===== config.mk =====
export PLATFORM = sky130hd
export DESIGN_NAME = cgsm_smbus_target
export DESIGN_NICKNAME = d
export VERILOG_FILES = /design/src/rtl/cgsm_pkg.sv /design/src/rtl/cgsm_ctrl_map.sv /design/src/rtl/cgsm_pin_sync.sv /design/src/rtl/cgsm_smbus_target.sv
export SDC_FILE = /design/constraint.sdc
export NUM_CORES = 1
export LEC_CHECK = 0
export BUFFER_PORTS_ARGS = -buffer_cell sky130_fd_sc_hd__buf_4
export CELL_PAD_IN_SITES_DETAIL_PLACEMENT = 1
export CELL_PAD_IN_SITES_GLOBAL_PLACEMENT = 2
export CORE_MARGIN = 10
export CORE_UTILIZATION = 36
export CTS_CLUSTER_SIZE = 25
export DETAILED_ROUTE_END_ITERATION = 12
export PLACE_DENSITY = 0.81
export SLEW_MARGIN = 10
export SYNTH_ARGS = -nofsm -noshare
export SYNTH_HDL_FRONTEND = slang
export SYNTH_SLANG_ARGS = --single-unit

===== constraint.sdc =====
create_clock -name clk_in -period 3 [get_ports clk_in]
set_input_delay 0.6 -clock clk_in [delete_from_list [all_inputs] [get_ports clk_in]]
set_output_delay 0.6 -clock clk_in [all_outputs]
set_load 0.05 [all_outputs]

===== src/rtl/cgsm_pkg.sv =====
// package: register map, field layout, reset values and bus constants for the clock generator control block
package cgsm_pkg;

  localparam logic [7:0] CGSM_IDX_OE      = 8'h00;
  localparam logic [7:0] CGSM_IDX_SPREAD  = 8'h01;
  localparam logic [7:0] CGSM_IDX_SLEW    = 8'h02;
  localparam logic [7:0] CGSM_IDX_REF     = 8'h03;
  localparam logic [7:0] CGSM_IDX_RSVD4   = 8'h04;
  localparam logic [7:0] CGSM_IDX_REVVEND = 8'h05;
  localparam logic [7:0] CGSM_IDX_PART    = 8'h06;
  localparam logic [7:0] CGSM_IDX_RDLEN   = 8'h07;

  // writable bit masks; everything else is fixed
  localparam logic [7:0] CGSM_OE_MASK     = 8'hdd;
  localparam logic [7:0] CGSM_SPREAD_MASK = 8'h3b;
  localparam logic [7:0] CGSM_REF_MASK    = 8'hf0;
  localparam logic [7:0] CGSM_RDLEN_MASK  = 8'h1f;

  localparam logic [7:0] CGSM_OE_RST      = 8'hdd;
  localparam logic [7:0] CGSM_SPREAD_RST  = 8'h06;
  localparam logic [7:0] CGSM_SLEW_RST    = 8'hdd;
  localparam logic [7:0] CGSM_REF_RST     = 8'h5f;
  localparam logic [7:0] CGSM_RDLEN_RST   = 8'h08;
  localparam logic [7:0] CGSM_RSVD_VAL    = 8'h00;

  localparam int CGSM_SPREAD_SW_BIT = 5;
  localparam int CGSM_SPREAD_SW_HI  = 4;
  localparam int CGSM_SPREAD_SW_LO  = 3;
  localparam int CGSM_REF_SLEW_HI   = 7;
  localparam int CGSM_REF_SLEW_LO   = 6;
  localparam int CGSM_REF_WAKE_BIT  = 5;
  localparam int CGSM_REF_OE_BIT    = 4;

  localparam logic [1:0] CGSM_SPREAD_LOW  = 2'h0;
  localparam logic [1:0] CGSM_SPREAD_MID  = 2'h1;
  localparam logic [1:0] CGSM_SPREAD_HIGH = 2'h3;

  // bus address bits 7:1; strap picks one of two
  localparam logic [6:0] CGSM_ADDR_STRAP0 = 7'h68;
  localparam logic [6:0] CGSM_ADDR_STRAP1 = 7'h6a;

  // identity nibbles and codes: values arbitrary
  localparam logic [3:0] CGSM_REV_CODE    = 4'h3;
  localparam logic [3:0] CGSM_VENDOR_CODE = 4'h5;
  localparam logic [1:0] CGSM_PART_TYPE   = 2'h2;
  localparam logic [5:0] CGSM_PART_CODE   = 6'h2a;

  // 400 kHz bus against a 5 ns clock: 500 cycles a bit, far above the 2-cycle filter
  localparam int CGSM_CLK_HZ     = 200_000_000;
  localparam int CGSM_BUS_MAX_HZ = 400_000;
  localparam int CGSM_BIT_CYCLES = CGSM_CLK_HZ / CGSM_BUS_MAX_HZ;

  typedef enum logic [1:0] {
    CGSM_TRI_LOW,
    CGSM_TRI_MID,
    CGSM_TRI_HIGH
  } cgsm_tri_t;

  typedef struct packed {
    logic [7:0] oe;
    logic [7:0] spread;
    logic [7:0] slew;
    logic [7:0] refc;
    logic [7:0] rdlen;
  } cgsm_regs_t;

  typedef struct packed {
    logic [5:0] pair_en;
    logic [5:0] pair_fast;
    logic [1:0] spread_amount;
    logic [1:0] amplitude;
    logic [1:0] ref_slew;
    logic       ref_wake;
    logic       ref_en;
  } cgsm_ctrl_t;

endpackage


===== src/rtl/cgsm_ctrl_map.sv =====
// decodes the register bank into the analog control levels
`timescale 1ns/1ps
module cgsm_ctrl_map
  import cgsm_pkg::*;
(
  input  wire cgsm_regs_t regs_in,    // register contents
  input  wire logic [1:0] latched_in, // latched strap spread code
  input  wire logic [5:0] pair_req_n_in, // active-low enable pins
  output cgsm_ctrl_t      ctrl_out    // decoded controls
);
  always_comb begin
    ctrl_out = '0;
    // a cleared enable bit forces the pair low whatever its pin says
    ctrl_out.pair_en   = {regs_in.oe[7:6], regs_in.oe[4:2], regs_in.oe[0]}
                         & ~pair_req_n_in;
    ctrl_out.pair_fast = {regs_in.slew[7:6], regs_in.slew[4:2], regs_in.slew[0]};
    // override bit hands the spread amount to the software field
    if (regs_in.spread[CGSM_SPREAD_SW_BIT]) begin
      ctrl_out.spread_amount = regs_in.spread[CGSM_SPREAD_SW_HI:CGSM_SPREAD_SW_LO];
    end else begin
      ctrl_out.spread_amount = latched_in;
    end
    ctrl_out.amplitude = regs_in.spread[1:0];
    ctrl_out.ref_slew  = regs_in.refc[CGSM_REF_SLEW_HI:CGSM_REF_SLEW_LO];
    ctrl_out.ref_wake  = regs_in.refc[CGSM_REF_WAKE_BIT];
    ctrl_out.ref_en    = regs_in.refc[CGSM_REF_OE_BIT];
  end
endmodule // cgsm_ctrl_map


===== src/rtl/cgsm_pin_sync.sv =====
// two-flop synchroniser with edge flags for one bus line
`timescale 1ns/1ps
module cgsm_pin_sync
  import cgsm_pkg::*;
(
  input  wire logic clk_in,   // system clock
  input  wire logic rst_in,   // async reset, high
  input  wire logic ce_in,    // clock enable
  input  wire logic pin_in,   // raw line level
  output logic      level_out,// filtered level
  output logic      rise_out, // one-cycle rising flag
  output logic      fall_out  // one-cycle falling flag
);
  logic meta_q;
  logic sync_q;
  logic last_q;

  // idle bus level is high, so reset to high to avoid a false edge
  always_ff @(posedge clk_in or posedge rst_in) begin
    if (rst_in) begin
      meta_q <= 1'b1;
      sync_q <= 1'b1;
      last_q <= 1'b1;
    end else if (ce_in) begin
      meta_q <= pin_in;
      sync_q <= meta_q;
      last_q <= sync_q;
    end
  end

  assign level_out = sync_q;
  assign rise_out  = sync_q & ~last_q;
  assign fall_out  = ~sync_q & last_q;
endmodule // cgsm_pin_sync


===== src/rtl/cgsm_smbus_target.sv =====
// bus target and control register bank of the clock generator
`timescale 1ns/1ps
//
// Operation
// - block write: address, index, count, data, acked
// - written bytes land at consecutive indices
// - block read returns count then data
// - bus address chosen by latched strap
// - index 0 holds six output enables
// - cleared enable forces pair low
// - index 1 bits 7:6 show latched spread
// - index 1 bit 5 selects software spread
// - software spread field coding, default off
// - amplitude field resets to 0.8 V code
// - index 2 per-output slew, reset fast
// - index 3 reference slew, default slow
// - reference wake and enable bits
// - index 5 revision and vendor, fixed
// - index 6 part type and code, fixed
// - index 7 read length, resets to 8
// - works at bus rates to 400 kHz
module cgsm_smbus_target
  import cgsm_pkg::*;
(
  input  wire logic       clk_in,          // 200 MHz system clock
  input  wire logic       rst_in,          // async power-on reset, high
  input  wire logic       ce_in,           // clock enable, freezes all state
  input  wire logic       power_good_in,   // power good; first rise latches straps
  input  wire logic       address_select_strap_in, // address strap level
  input  wire cgsm_tri_t  spread_strap_in, // tri-level spread strap
  input  wire logic [5:0] pair_req_n_in,   // active-low pair enable pins
  input  wire logic       scl_in,          // bus clock line
  input  wire logic       sda_in,          // bus data line level
  output logic            sda_oe_out,      // high pulls data line low
  output logic            sda_out,         // data drive level, always low
  output cgsm_ctrl_t      ctrl_out,        // decoded analog controls
  output logic            busy_out         // transfer addressed to us in progress
);

  typedef enum logic [2:0] {
    CGSM_IDLE,
    CGSM_ADDR,
    CGSM_ACK,
    CGSM_RXBYTE,
    CGSM_TXBYTE,
    CGSM_TXACK,
    CGSM_WAIT
  } cgsm_state_t;

  typedef enum logic [1:0] {
    CGSM_PH_INDEX,
    CGSM_PH_COUNT,
    CGSM_PH_DATA
  } cgsm_phase_t;

  logic        scl_lvl, scl_rise, scl_fall;
  logic        sda_lvl, sda_rise, sda_fall;
  logic        start_ev, stop_ev;

  cgsm_state_t state_q;
  cgsm_phase_t phase_q;
  logic [7:0]  shift_q;
  logic [2:0]  bitcnt_q;
  logic        reading_q;
  logic        nack_next_q;
  logic        first_tx_q;
  logic [7:0]  index_q;
  logic [7:0]  count_q;
  logic [7:0]  txleft_q;
  logic        drive_q;
  logic        latched_q;
  logic        addr_strap_q;
  logic [1:0]  spread_latch_q;
  cgsm_regs_t  regs_q;
  cgsm_ctrl_t  ctrl_d;
  cgsm_ctrl_t  ctrl_q;
  logic        wr_en;
  logic [7:0]  rd_data;
  logic [6:0]  my_addr;
  logic        busy_d;

  cgsm_pin_sync u_scl_sync (
    .clk_in    (clk_in),
    .rst_in    (rst_in),
    .ce_in     (ce_in),
    .pin_in    (scl_in),
    .level_out (scl_lvl),
    .rise_out  (scl_rise),
    .fall_out  (scl_fall)
  );

  cgsm_pin_sync u_sda_sync (
    .clk_in    (clk_in),
    .rst_in    (rst_in),
    .ce_in     (ce_in),
    .pin_in    (sda_in),
    .level_out (sda_lvl),
    .rise_out  (sda_rise),
    .fall_out  (sda_fall)
  );

  // data moving while the clock is high marks start and stop
  assign start_ev = sda_fall & scl_lvl;
  assign stop_ev  = sda_rise & scl_lvl;

  // straps are taken once, at the first rise of power good
  always_ff @(posedge clk_in or posedge rst_in) begin
    if (rst_in) begin
      latched_q      <= 1'b0;
      addr_strap_q   <= 1'b0;
      spread_latch_q <= CGSM_SPREAD_LOW;
    end else if (ce_in && !latched_q && power_good_in) begin
      latched_q    <= 1'b1;
      addr_strap_q <= address_select_strap_in;
      case (spread_strap_in)
        CGSM_TRI_LOW:  spread_latch_q <= CGSM_SPREAD_LOW;
        CGSM_TRI_MID:  spread_latch_q <= CGSM_SPREAD_MID;
        CGSM_TRI_HIGH: spread_latch_q <= CGSM_SPREAD_HIGH;
        default:       spread_latch_q <= CGSM_SPREAD_LOW;
      endcase
    end
  end

  // strap is taken once, so a pin change later cannot move the address mid-transfer
  assign my_addr = addr_strap_q ? CGSM_ADDR_STRAP1 : CGSM_ADDR_STRAP0;

  // read mux; fixed bytes come from constants so writes cannot touch them
  always_comb begin
    case (index_q)
      CGSM_IDX_OE:      rd_data = regs_q.oe;
      CGSM_IDX_SPREAD:  rd_data = {spread_latch_q, regs_q.spread[CGSM_SPREAD_SW_BIT:0]};
      CGSM_IDX_SLEW:    rd_data = regs_q.slew;
      CGSM_IDX_REF:     rd_data = regs_q.refc;
      CGSM_IDX_REVVEND: rd_data = {CGSM_REV_CODE, CGSM_VENDOR_CODE};
      CGSM_IDX_PART:    rd_data = {CGSM_PART_TYPE, CGSM_PART_CODE};
      CGSM_IDX_RDLEN:   rd_data = regs_q.rdlen;
      default:          rd_data = CGSM_RSVD_VAL;
    endcase
  end

  // a data byte is complete on the eighth clock rise of the write phase
  // bytes past the count are acked but dropped, so a long write cannot spill over
  assign wr_en = (state_q == CGSM_RXBYTE) && scl_rise && (bitcnt_q == 3'h7)
                 && (phase_q == CGSM_PH_DATA) && (count_q != 8'h00);

  always_ff @(posedge clk_in or posedge rst_in) begin
    if (rst_in) begin
      regs_q.oe     <= CGSM_OE_RST;
      regs_q.spread <= CGSM_SPREAD_RST;
      regs_q.slew   <= CGSM_SLEW_RST;
      regs_q.refc   <= CGSM_REF_RST;
      regs_q.rdlen  <= CGSM_RDLEN_RST;
    end else if (ce_in && wr_en) begin
      // reserved bits keep their fixed values through masked merge
      case (index_q)
        CGSM_IDX_OE: regs_q.oe <= ({shift_q[6:0], sda_lvl} & CGSM_OE_MASK)
                                  | (CGSM_OE_RST & ~CGSM_OE_MASK);
        CGSM_IDX_SPREAD: regs_q.spread <= ({shift_q[6:0], sda_lvl} & CGSM_SPREAD_MASK)
                                  | (CGSM_SPREAD_RST & ~CGSM_SPREAD_MASK);
        CGSM_IDX_SLEW: regs_q.slew <= ({shift_q[6:0], sda_lvl} & CGSM_OE_MASK)
                                  | (CGSM_SLEW_RST & ~CGSM_OE_MASK);
        CGSM_IDX_REF: regs_q.refc <= ({shift_q[6:0], sda_lvl} & CGSM_REF_MASK)
                                  | (CGSM_REF_RST & ~CGSM_REF_MASK);
        CGSM_IDX_RDLEN: regs_q.rdlen <= {shift_q[6:0], sda_lvl} & CGSM_RDLEN_MASK;
        default: regs_q.rdlen <= regs_q.rdlen;
      endcase
    end
  end

  // bit engine: samples on clock rise, changes the data line on clock fall
  always_ff @(posedge clk_in or posedge rst_in) begin
    if (rst_in) begin
      state_q     <= CGSM_IDLE;
      phase_q     <= CGSM_PH_INDEX;
      shift_q     <= 8'h00;
      bitcnt_q    <= 3'h0;
      reading_q   <= 1'b0;
      nack_next_q <= 1'b0;
      first_tx_q  <= 1'b0;
      index_q     <= 8'h00;
      count_q     <= 8'h00;
      txleft_q    <= 8'h00;
      drive_q     <= 1'b0;
    end else if (ce_in) begin
      if (stop_ev) begin
        state_q <= CGSM_IDLE;
        drive_q <= 1'b0;
      end else if (start_ev) begin
        // plain or repeated start; index survives for the read that follows
        // a start in mid-byte just restarts address matching
        state_q  <= CGSM_ADDR;
        bitcnt_q <= 3'h0;
        drive_q  <= 1'b0;
      end else begin
        case (state_q)
          CGSM_IDLE: drive_q <= 1'b0;
          CGSM_ADDR: begin
            if (scl_rise) begin
              shift_q  <= {shift_q[6:0], sda_lvl};
              bitcnt_q <= bitcnt_q + 3'h1;
              if (bitcnt_q == 3'h7) begin
                if (shift_q[6:0] == my_addr) begin
                  reading_q  <= sda_lvl;
                  nack_next_q <= 1'b0;
                  first_tx_q <= 1'b1;
                  phase_q    <= CGSM_PH_INDEX;
                  state_q    <= CGSM_ACK;
                end else begin
                  state_q <= CGSM_WAIT;
                end
              end
            end
          end
          CGSM_ACK: begin
            // ack slot: drive low from the fall after the eighth bit to the next fall
            if (scl_fall && !drive_q) begin
              drive_q <= 1'b1;
            end else if (scl_fall && drive_q) begin
              drive_q  <= 1'b0;
              bitcnt_q <= 3'h0;
              if (reading_q) begin
                // first byte sent is the count, then data from the index
                // the count is the live length field, so a fresh write applies at once
                shift_q  <= first_tx_q ? regs_q.rdlen : rd_data;
                txleft_q <= regs_q.rdlen;
                state_q  <= CGSM_TXBYTE;
                drive_q  <= first_tx_q ? ~regs_q.rdlen[7] : ~rd_data[7];
              end else begin
                state_q <= CGSM_RXBYTE;
              end
            end
          end
          CGSM_RXBYTE: begin
            if (scl_rise) begin
              shift_q  <= {shift_q[6:0], sda_lvl};
              bitcnt_q <= bitcnt_q + 3'h1;
              if (bitcnt_q == 3'h7) begin
                state_q <= CGSM_ACK;
                case (phase_q)
                  CGSM_PH_INDEX: begin
                    index_q <= {shift_q[6:0], sda_lvl};
                    phase_q <= CGSM_PH_COUNT;
                  end
                  CGSM_PH_COUNT: begin
                    count_q <= {shift_q[6:0], sda_lvl};
                    phase_q <= CGSM_PH_DATA;
                  end
                  default: begin
                    if (count_q != 8'h00) begin
                      count_q <= count_q - 8'h01;
                      index_q <= index_q + 8'h01;
                    end
                  end
                endcase
              end
            end
          end
          CGSM_TXBYTE: begin
            if (scl_fall) begin
              bitcnt_q <= bitcnt_q + 3'h1;
              if (bitcnt_q == 3'h7) begin
                drive_q <= 1'b0;
                state_q <= CGSM_TXACK;
                if (first_tx_q) begin
                  first_tx_q <= 1'b0;
                end else begin
                  index_q  <= index_q + 8'h01;
                  txleft_q <= txleft_q - 8'h01;
                end
              end else begin
                // open-drain: drive low only for zero bits
                drive_q <= ~shift_q[3'h6 - bitcnt_q];
              end
            end
          end
          CGSM_TXACK: begin
            if (scl_rise) begin
              nack_next_q <= sda_lvl;
            end else if (scl_fall) begin
              bitcnt_q <= 3'h0;
              // host not-ack ends the read; a stop then follows
              // acks past the count find the line released and read ones
              if (nack_next_q || txleft_q == 8'h00) begin
                state_q <= CGSM_WAIT;
                drive_q <= 1'b0;
              end else begin
                shift_q <= rd_data;
                drive_q <= ~rd_data[7];
                state_q <= CGSM_TXBYTE;
              end
            end
          end
          CGSM_WAIT: drive_q <= 1'b0;
          default: begin
            state_q <= CGSM_IDLE;
            drive_q <= 1'b0;
          end
        endcase
      end
    end
  end

  cgsm_ctrl_map u_map (
    .regs_in       (regs_q),
    .latched_in    (spread_latch_q),
    .pair_req_n_in (pair_req_n_in),
    .ctrl_out      (ctrl_d)
  );

  // busy covers the acknowledged part of a transfer only, not address matching
  always_comb begin
    case (state_q)
      CGSM_ACK, CGSM_RXBYTE,
      CGSM_TXBYTE, CGSM_TXACK: busy_d = 1'b1;
      default:                 busy_d = 1'b0;
    endcase
  end

  // registered outputs; bit period dwarfs the few cycles of latency
  always_ff @(posedge clk_in or posedge rst_in) begin
    if (rst_in) begin
      ctrl_q     <= '0;
      sda_oe_out <= 1'b0;
      busy_out   <= 1'b0;
    end else if (ce_in) begin
      ctrl_q     <= ctrl_d;
      sda_oe_out <= drive_q;
      busy_out   <= busy_d;
    end
  end

  always_ff @(posedge clk_in or posedge rst_in) begin
    if (rst_in) begin
      sda_out <= 1'b0;
    end else if (ce_in) begin
      sda_out <= 1'b0;
    end
  end

  assign ctrl_out = ctrl_q;

endmodule // cgsm_smbus_target


==> results of run 1 <==
-- layer usage --
metal / global-route usage / part of all wire
met5: 0 / 0
met1: 0.199 / 0.46
met4: 0.0476 / 0.015
met3: 0.0311 / 0.034
met2: 0.258 / 0.49
-- area by class of cell --
class,count,area [um^2]
inverter,16,63.8
sequential,102,2580
clock inverter,7,82.6
tap,216,270
timing repair buffer,55,413
multi-input combinational,411,3040
fill,1774,9270
clock buffer,9,225
-- cells by family (layout without fill, tap and decap cells) --
group	after synthesis	count (layout)	share of synthesized area
buffers and inverters	52	87	0.0418
xor gates and xnor gates	5	5	0.00747
adders and majority gates	12	12	0.0256
DFF	102	102	0.440
and+or+nand+nor	175	175	0.168
other	1	1	0.000639
AOI/OAI and AO/OA	162	162	0.194
muxes	56	56	0.122
-- where the power goes --
group | internal [mW] | switching [mW] | total (mW)
clock network | 0.598 | 0.608 | 1.21
registers | 1.60 | 0.421 | 2.02
logic | 0.794 | 1.20 | 2.00
total | 2.99 | 2.23 | 5.23
-- worst paths after layout --
check                                 start           end  slack (ns)  depth (start not counted)
max                             bitcnt_q[0]    regs_q[27]        0.46                          8
min                                  rst_in   ctrl_out[9]        0.35                          3
max reg2reg                     bitcnt_q[0]    regs_q[27]        0.46                          8
min reg2reg                       latched_q     latched_q        0.47                          1
max in group asynchronous            rst_in   txleft_q[2]        1.86                          3
min in group clk_in        pair_req_n_in[5]  ctrl_out[19]        0.40                          2
-- critical path, cell delays in order, from the launching register on --
cell,delay (ns)
dfrtp_1,0.45
ha_1,0.22
ha_1,0.31
inv_1,0.19
nor2_1,0.31
nand4_2,0.19
nor2_4,0.31
nand2_4,0.13
mux2_4,0.32
-- registers in the layout (all words and copies together) (netlist names), 3 cells and up --
| register | count |
|---|---|
| txleft_q | 8 |
| state_q | 3 |
| regs_q | 26 |
| bitcnt_q | 3 |
| shift_q | 8 |
| count_q | 8 |
| ctrl_out | 20 |
| index_q | 8 |
-- placed cells by master, fill, tap and decap left out, types with 3 or more instances in the layout --
cell | netlist | layout
nand2_1 | 46 | 46
o21ai_0 | 37 | 37
a22o_1 | 3 | 3
a221oi_1 | 5 | 5
and3_1 | 3 | 3
nor4_1 | 4 | 4
o2bb2ai_1 | 6 | 6
inv_8 | 0 | 3
mux2i_1 | 5 | 5
nor2b_1 | 8 | 8
a21o_1 | 4 | 4
buf_4 | 3 | 55
a222oi_1 | 3 | 3
nand4_1 | 3 | 3
o31ai_1 | 4 | 4
nand2b_1 | 13 | 13
a22oi_1 | 8 | 8
nand2_4 | 4 | 4
and2_1 | 5 | 5
dfrtp_1 | 80 | 80
a31oi_1 | 6 | 6
inv_1 | 16 | 15
mux2_4 | 18 | 18
nor3_1 | 14 | 14
xor2_1 | 5 | 5
nor2_1 | 32 | 32
mux2_2 | 31 | 31
clkbuf_16 | 0 | 9
a2111oi_4 | 4 | 4
o21a_1 | 3 | 3
dfstp_2 | 22 | 22
o22ai_1 | 4 | 4
nand3_1 | 21 | 21
a21oi_1 | 50 | 50
o211ai_1 | 4 | 4
ha_1 | 12 | 12
==> flow_summary_export.csv, run 1 <==
group,metric,value,unit
outcome,status,"completed",
final_layout,finalInstanceArea,0.00667,mm^2
floorplanning,core,0.0159,mm^2
cts,cts_setup_buffers,0,
detailed_routing,firstDrtPassIters,5,
sta,fmax,0.393,GHz
synth,ys_warn_count,0,
synth,synth_top_area_frac,0.341,
sta,fin_skew,0.0148,ns
detailed_routing,antenna_left,0,
synth,synth_cell_types,72,
detailed_routing,routedWlPerCell,20.4,um
grt,grt_max_degree,70,
final_layout,final_cells,816,
detailed_routing,post_drt_via_cell_ratio,5.65,
sta,period_minus_slack,2.54,ns
final_layout,antenna_cells,0,
worst_setup_path,cp.required,3.26,ns
placement,placed_cell_area,0.00637,mm^2
synth,synth_cells,565,
cts,ctsHoldBuffers,0,
sta,hold_ws,0.346,ns
synth,synth_area_leader_cell,"dfrtp_1",
synth,synthTopCellsByCount,"80 x dfrtp_1, 50 x a21oi_1, 46 x nand2_1",
synth,synthFlopType,"dfrtp_1",
floorplanning,num_rows,46,
synth,ys_seq_elements,102,
final_layout,final_layout_size_suffix_gt1_frac,0.287,
final_layout,synthToLayoutAreaGrowth,13.8,%
worst_setup_path,worst-endpoint-arrival,2.80,ns
cts,postCtsResizedCells,0,
min_path,min_path_type,"input pin to async pin",
cts,cts_num_sinks,102,
floorplanning,die_h,148,um
power,p_per_area,783,mW/mm^2
sta,worst_pin_slew,0.909,ns
synth,mappedNetlistArea,0.00586,mm^2
detailed_routing,drc,0,
final_layout,fin_util,0.419,
floorplanning,num_io_pins,38,
power,p_leak,2.87,nW
placement,place.detailed.hpwl,12000,um
sta,hold_violations,0,
power,total_power,5.23,mW
placement,place_congestion,0.888,
synth,synth_most_common_cell,"dfrtp_1",
sta,rsz0062_at_grt,"no",
cts,cts_made_buffers,9,
placement,pre_cts_slack,0.459,ns
sta,setup_tns,0,ns
grt,grt_pass1_vias,4885,
cts,cts_tree,"built",
sta,slew_viol_final,0,
cts,cts-root-buf,"clkbuf_16",
placement,portBuffers,36,
synth,synth-edff-count,0,
cts,cts_buffer_depth,2,
detailed_routing,drtIter0Drc,318,
placement,dp.cells,800,
grt,grt_usage,0.155,
synth,synth_area_leaders,"dfrtp_1 34%, dfstp_2 9.9%, mux2_2 6.0%, mux2_4 4.6%, a21oi_1 4.3%",
synth,ys_async_sr_fraction,1.00,
cts,clk_latency,0.37,ns
power,ir_drop,314,uV
floorplanning,die_w,148,um
floorplanning,initial_utilization,0.368,
worst_setup_path,path_class,"register to register",
grt,grt_pass1_wl,27200,um
job,maxCapViolations,0,
floorplanning,dieArea,0.0218,mm^2
sta,setup_slack,0.458,ns
synth,synth_nets,592,
cts,clk_pin_slew,0.08,ns
detailed_routing,via_count,4612,
worst_setup_path,startpoint_type,"register",
sta,setup_viol,0,
worst_setup_path,crit_path_end_kind,"register",
synth,syn_area_per_cell,10.4,um^2
detailed_routing,drt_wl_total,16700,um
sta,relSlewSlack,0.394,
sta,period_share,0.847,
grt,grt-ovfl-total,0,
synth,ys_seq_area_frac,0.440,
worst_setup_path,worstPathMaxFanout,6,
grt,antenna_found_initial,0,
final_layout,finalNetCount,622,
cts,htreeDepth,3,
(Power assumes the default switching activity.)
==> run 2: changes to the inputs <==
- clock period: 3 -> 2.07 ns (I/O delays scaled with it)
==> flow_summary_export.csv, run 2 (same netlist as run 1, synthesis figures left out) <==
group,metric,value,unit
outcome,status,"finished, violations left",
outcome,violations,"negative setup slack",
detailed_routing,drc,0,
sta,hold_violations,0,
job,maxCapViolations,0,
placement,place_congestion,0.887,
worst_setup_path,startpoint_type,"register",
floorplanning,num_rows,46,
power,clockPowerShare,0.200,
grt,antenna_found_initial,0,
placement,place.detailed.hpwl,13500,um
sta,fmax,0.472,GHz
power,ir_drop,553,uV
grt,grt-ovfl-total,0,
floorplanning,die_h,148,um
final_layout,synthToLayoutAreaGrowth,30.3,%
cts,ctsHoldBuffers,0,
cts,clk_latency,0.36,ns
floorplanning,dieArea,0.0218,mm^2
sta,rsz0062_at_grt,"yes",
placement,dp.cells,873,
detailed_routing,drt_wl_total,18900,um
final_layout,fillers,1777,
sta,period_minus_slack,2.12,ns
sta,worst_pin_slew,0.535,ns
final_layout,finalInstanceArea,0.00764,mm^2
placement,portBuffers,36,
grt,grt_pass1_vias,5352,
worst_setup_path,cp.required,2.32,ns
worst_setup_path,crit_path_end_kind,"register",
final_layout,largest_reg_flops,26,
final_layout,fin_util,0.479,
worst_setup_path,path_buf_inv,3,
placement,placed_cell_area,0.00699,mm^2
sta,relSlewSlack,0.634,
final_layout,finalNetCount,706,
detailed_routing,drtIter0Drc,293,
final_layout,antenna_cells,0,
cts,cts-root-buf,"clkbuf_16",
detailed_routing,firstDrtPassIters,4,
floorplanning,core,0.0159,mm^2
power,swShare,0.419,
worst_setup_path,cpMostUsedCell,"buf_4",
power,p_seq_frac,0.313,
floorplanning,die_w,148,um
final_layout,regMostFlops,"regs_q",
detailed_routing,post_drt_via_cell_ratio,5.46,
worst_setup_path,path_class,"register to register",
worst_setup_path,worst_path_largest_cell_delay,0.58,ns
power,total_power,8.67,mW
final_layout,final_common_cell,"buf_4",
cts,clk_pin_slew,0.08,ns
worst_setup_path,worstPathMaxFanout,5,
min_path,min_path_type,"input pin to async pin",
worst_setup_path,worst-endpoint-arrival,2.37,ns
floorplanning,initial_utilization,0.368,
grt,grt_max_degree,48,
cts,cts_buffer_depth,2,
detailed_routing,antenna_left,0,
final_layout,multiInputGateArea,0.00329,mm^2
placement,pre_cts_slack,-0.169,ns
detailed_routing,routedWlPerCell,21.0,um
sta,slew_viol_final,0,
final_layout,final_cells,900,
cts,cts_tree,"built",
worst_setup_path,crit_chain,"buf_4, nand2_4, nor4b_4, buf_4, nand4_4, nor2_4, buf_12, nand2_8, mux2_4",
sta,setup_viol,19,
final_layout,mostFrequentLayoutCells,"127 x buf_4, 77 x dfrtp_1, 48 x a21oi_1",
sta,setup_slack,-0.0465,ns
worst_setup_path,crit_slowest_cell,"dfstp_2",
sta,fin_skew,0.00905,ns
power,p_leak,3.31,nW
grt,grt_pass1_wl,29400,um
cts,cts_num_sinks,102,
cts,htreeDepth,3,
final_layout,final_layout_size_suffix_gt1_frac,0.421,
power,power.switching,3.63,mW
power,power_frac_comb,0.487,
cts,cts_made_buffers,9,
grt,grt_usage,0.168,
power,p_per_area,1130,mW/mm^2
power,p_int,5.04,mW
worst_setup_path,crit_family,"simple AND/OR/NAND/NOR gates",
floorplanning,num_io_pins,38,
sta,period_share,1.02,
detailed_routing,via_count,4918,
final_layout,seq_area,0.00258,mm^2
[run 2: metrics by stage]
step                hold slack (ns)   TNS, ns
floorplan                     0.419   -0.0687
global placement              0.401     -2.21
detailed placement            0.410     -3.15
CTS                          0.0169  -0.00342
global route                 0.0286     -2.24
finish                       0.0208    -0.336
[run 2: metal layers]
metal	global-route usage	wire, um	share of wire	up-vias
li1	-	-	-	2294
met1	0.208	8150	0.43	2515
met2	0.285	9680	0.51	84
met3	0.0290	643	0.034	25
met4	0.0629	395	0.021	0
met5	0	0	0	-
[run 2: path summary, 6_finish.rpt]
path | start | endpoint | slack [ns] | depth (start not counted)
min in group clk_in | pair_req_n_in[5] | ctrl_out[19] | 0.22 | 2
hold / removal | rst_in | spread_latch_q[1] | 0.02 | 2
setup / recovery | u_scl_sync.level_out | regs_q[29] | -0.05 | 9
setup reg to reg | u_scl_sync.level_out | regs_q[29] | -0.05 | 9
max in group asynchronous | rst_in | u_scl_sync.level_out | 1.43 | 3
hold reg to reg | latched_q | latched_q | 0.45 | 1
[run 2: power groups by stage]
| stage | Clock (mW) | Combinational, mW | Sequential (mW) |
|---|---|---|---|
| global placement | 0 | 3.71 | 2.68 |
| floorplan | 0 | 2.36 | 2.66 |
| CTS | 1.78 | 3.92 | 2.68 |
| finish | 1.74 | 4.22 | 2.71 |
| global route | 1.86 | 4.56 | 2.77 |
| detailed placement | 0 | 3.86 | 2.71 |
[run 2: layout make-up]
class | instances | area share
Inverter | 16 | 0.00835
Sequential cell | 102 | 0.338
Clock inverter | 7 | 0.00983
Timing Repair Buffer | 139 | 0.148
Tap cell | 216 | 0.0354
Clock buffer | 9 | 0.0295
Multi-Input combinational cell | 411 | 0.430
[run 2: what timing repair did]
item,4_1_cts,5_1_grt
buffers inserted,2,9
endpoints found under the setup margin,39,60
gates cloned,0,1
pin swaps,6,20
gates resized for setup,10,47
[run 2: worst register-to-register path, delay by kind of cell, from the launching register on]
kind	cells	cell delay [ns]
buffers and inverters	3	0.46
AND/OR/NAND/NOR	5	0.66
multiplexers	1	0.30
flip-flops	1	0.58
==> run 3: changes to the inputs <==
- MAX_ROUTING_LAYER: not set -> met4
- SLEW_MARGIN: 10 -> 20
==> flow_summary_export.csv, run 3 (same netlist as run 1, synthesis figures left out) <==
group,metric,value,unit
placement,dp.cells,878,
detailed_routing,antenna_left,0,
job,maxCapViolations,0,
outcome,violations,"negative setup slack",
floorplanning,num_rows,46,
power,clockPowerShare,0.199,
worst_setup_path,crit_path_end_kind,"register",
sta,setup_slack,-0.0110,ns
power,p_per_area,1140,mW/mm^2
min_path,min_path_type,"input pin to async pin",
grt,grt_max_degree,103,
sta,relSlewSlack,0.608,
sta,hold_violations,0,
detailed_routing,routedWlPerCell,21.0,um
worst_setup_path,cp.required,2.33,ns
detailed_routing,firstDrtPassIters,4,
grt,grt_pass1_wl,30000,um
power,ir_drop,482,uV
sta,rsz0062_at_grt,"yes",
final_layout,final_layout_size_suffix_gt1_frac,0.474,
floorplanning,core,0.0159,mm^2
worst_setup_path,rrSetupSlack,-0.01,ns
sta,setup_viol,1,
placement,place.detailed.hpwl,13800,um
worst_setup_path,worstReg2RegStart,"u_scl_sync.last_q",
final_layout,finalNetCount,725,
cts,cts_tree,"built",
power,power.switching,3.71,mW
cts,cts_num_sinks,102,
cts,cts_made_buffers,9,
floorplanning,num_io_pins,38,
grt,grt_pass1_vias,5408,
final_layout,mostFrequentLayoutCells,"142 x buf_4, 74 x dfrtp_1, 45 x nand2_1",
cts,cts_buffer_depth,2,
cts,htreeDepth,3,
worst_setup_path,reg2reg_depth,7,
grt,grt_usage,0.177,
detailed_routing,drt_wl_total,19300,um
power,total_power,8.92,mW
power,p_seq_frac,0.304,
power,power_frac_comb,0.497,
placement,place_congestion,0.901,
sta,slew_viol_final,0,
sta,setup_tns,-0.0110,ns
worst_setup_path,worstPathMaxFanout,5,
sta,worst_pin_slew,0.589,ns
detailed_routing,drc,0,
final_layout,final_cells,919,
final_layout,antenna_cells,0,
sta,period_share,1.01,
power,p_int,5.21,mW
grt,antenna_found_initial,0,
power,p_leak,3.46,nW
final_layout,fin_util,0.492,
cts,clk_pin_slew,0.08,ns
grt,grt-ovfl-total,0,
worst_setup_path,startpoint_type,"register",
cts,clk_latency,0.37,ns
power,swShare,0.416,
outcome,status,"finished, violations left",
sta,fmax,0.481,GHz
detailed_routing,via_count,5017,
sta,period_minus_slack,2.08,ns
final_layout,synthToLayoutAreaGrowth,33.8,%
placement,portBuffers,36,
worst_setup_path,worst-endpoint-arrival,2.34,ns
floorplanning,initial_utilization,0.368,
detailed_routing,drtIter0Drc,293,
sta,fin_skew,0.0148,ns
final_layout,final_common_cell,"buf_4",
cts,cts-root-buf,"clkbuf_16",
floorplanning,die_h,148,um
final_layout,regMostFlops,"regs_q",
final_layout,largest_reg_flops,26,
floorplanning,die_w,148,um
floorplanning,dieArea,0.0218,mm^2
worst_setup_path,r2r-end,"index_q[0]",
worst_setup_path,path_class,"register to register",
detailed_routing,post_drt_via_cell_ratio,5.46,
run 3: cell types whose count changed in the layout (fill, tap and decap cells not counted), sizes merged:
cell,change
inv,+1
clkbuf,+1
buf,+18
clkinv,-1
run 3: what timing repair did:
action,in CTS,in global routing
endpoints found under the hold margin,0,0
pin swaps,5,24
cloned,0,1
resized for setup,12,72
buffers inserted,3,22
hold buffers,0,0
endpoints found under the setup margin,39,55
run 3: final cells by class:
| type | count | area, um^2 |
|---|---|---|
| clock inverters | 7 | 83.8 |
| multi-input cells | 411 | 3320 |
| inverters | 16 | 63.8 |
| clock buffers | 9 | 225 |
| well taps | 216 | 270 |
| fillers | 1742 | 8100 |
| repair buffers | 158 | 1300 |
| flip-flops and latches | 102 | 2590 |
run 3: per-layer routing:
metal	routed length (um)	track usage	vias up
met4	281	0.0431	0
met5	0	-	-
met3	345	0.0324	21
met2	10200	0.300	55
met1	8540	0.213	2593
li1	-	-	2348
run 3: worst max-delay path by stage:
stage                         startpoint     endpoint  slack, ns  depth (start not counted)
global route                 bitcnt_q[1]  txleft_q[5]      -0.07                          9
global placement             bitcnt_q[0]      drive_q      -0.04                          7
CTS                    u_scl_sync.last_q  bitcnt_q[0]     -0.007                          6
finish                 u_scl_sync.last_q   index_q[0]      -0.01                          7
floorplan           u_scl_sync.level_out   regs_q[28]      -0.02                          7
detailed placement  u_scl_sync.level_out   regs_q[27]      -0.08                          8
run 3: stage by stage:
| stage | instance area (um^2) | hold WS, ns | setup slack, ns |
|---|---|---|---|
| 3_5_place_dp | 7030 | 0.435 | -0.0763 |
| 2_1_floorplan | 5900 | 0.419 | -0.0172 |
| 3_3_place_gp | 7030 | 0.430 | -0.0388 |
| 4_1_cts | 7410 | 0.206 | -0.00739 |
| 6_report | 7850 | 0.174 | -0.0110 |
| 5_1_grt | 7850 | 0.208 | -0.0714 |
run 3: power by group through the flow:
stage          clock [mW]  sequential [mW]  combinational (mW)
6_report             1.77             2.71                4.44
5_1_grt              1.89             2.75                4.77
4_1_cts              1.83             2.68                4.03
3_5_place_dp            0             2.71                3.91
3_3_place_gp            0             2.69                3.76
2_1_floorplan           0             2.66                2.36
run 3: critical path: stages (launching register included):
cell and delay [ns]:
dfstp_2 0.59, buf_6 0.12, nand2b_4 0.07, o31a_1 0.31, nor4_4 0.42, buf_4 0.20, a21oi_1 0.06, o211a_1 0.20
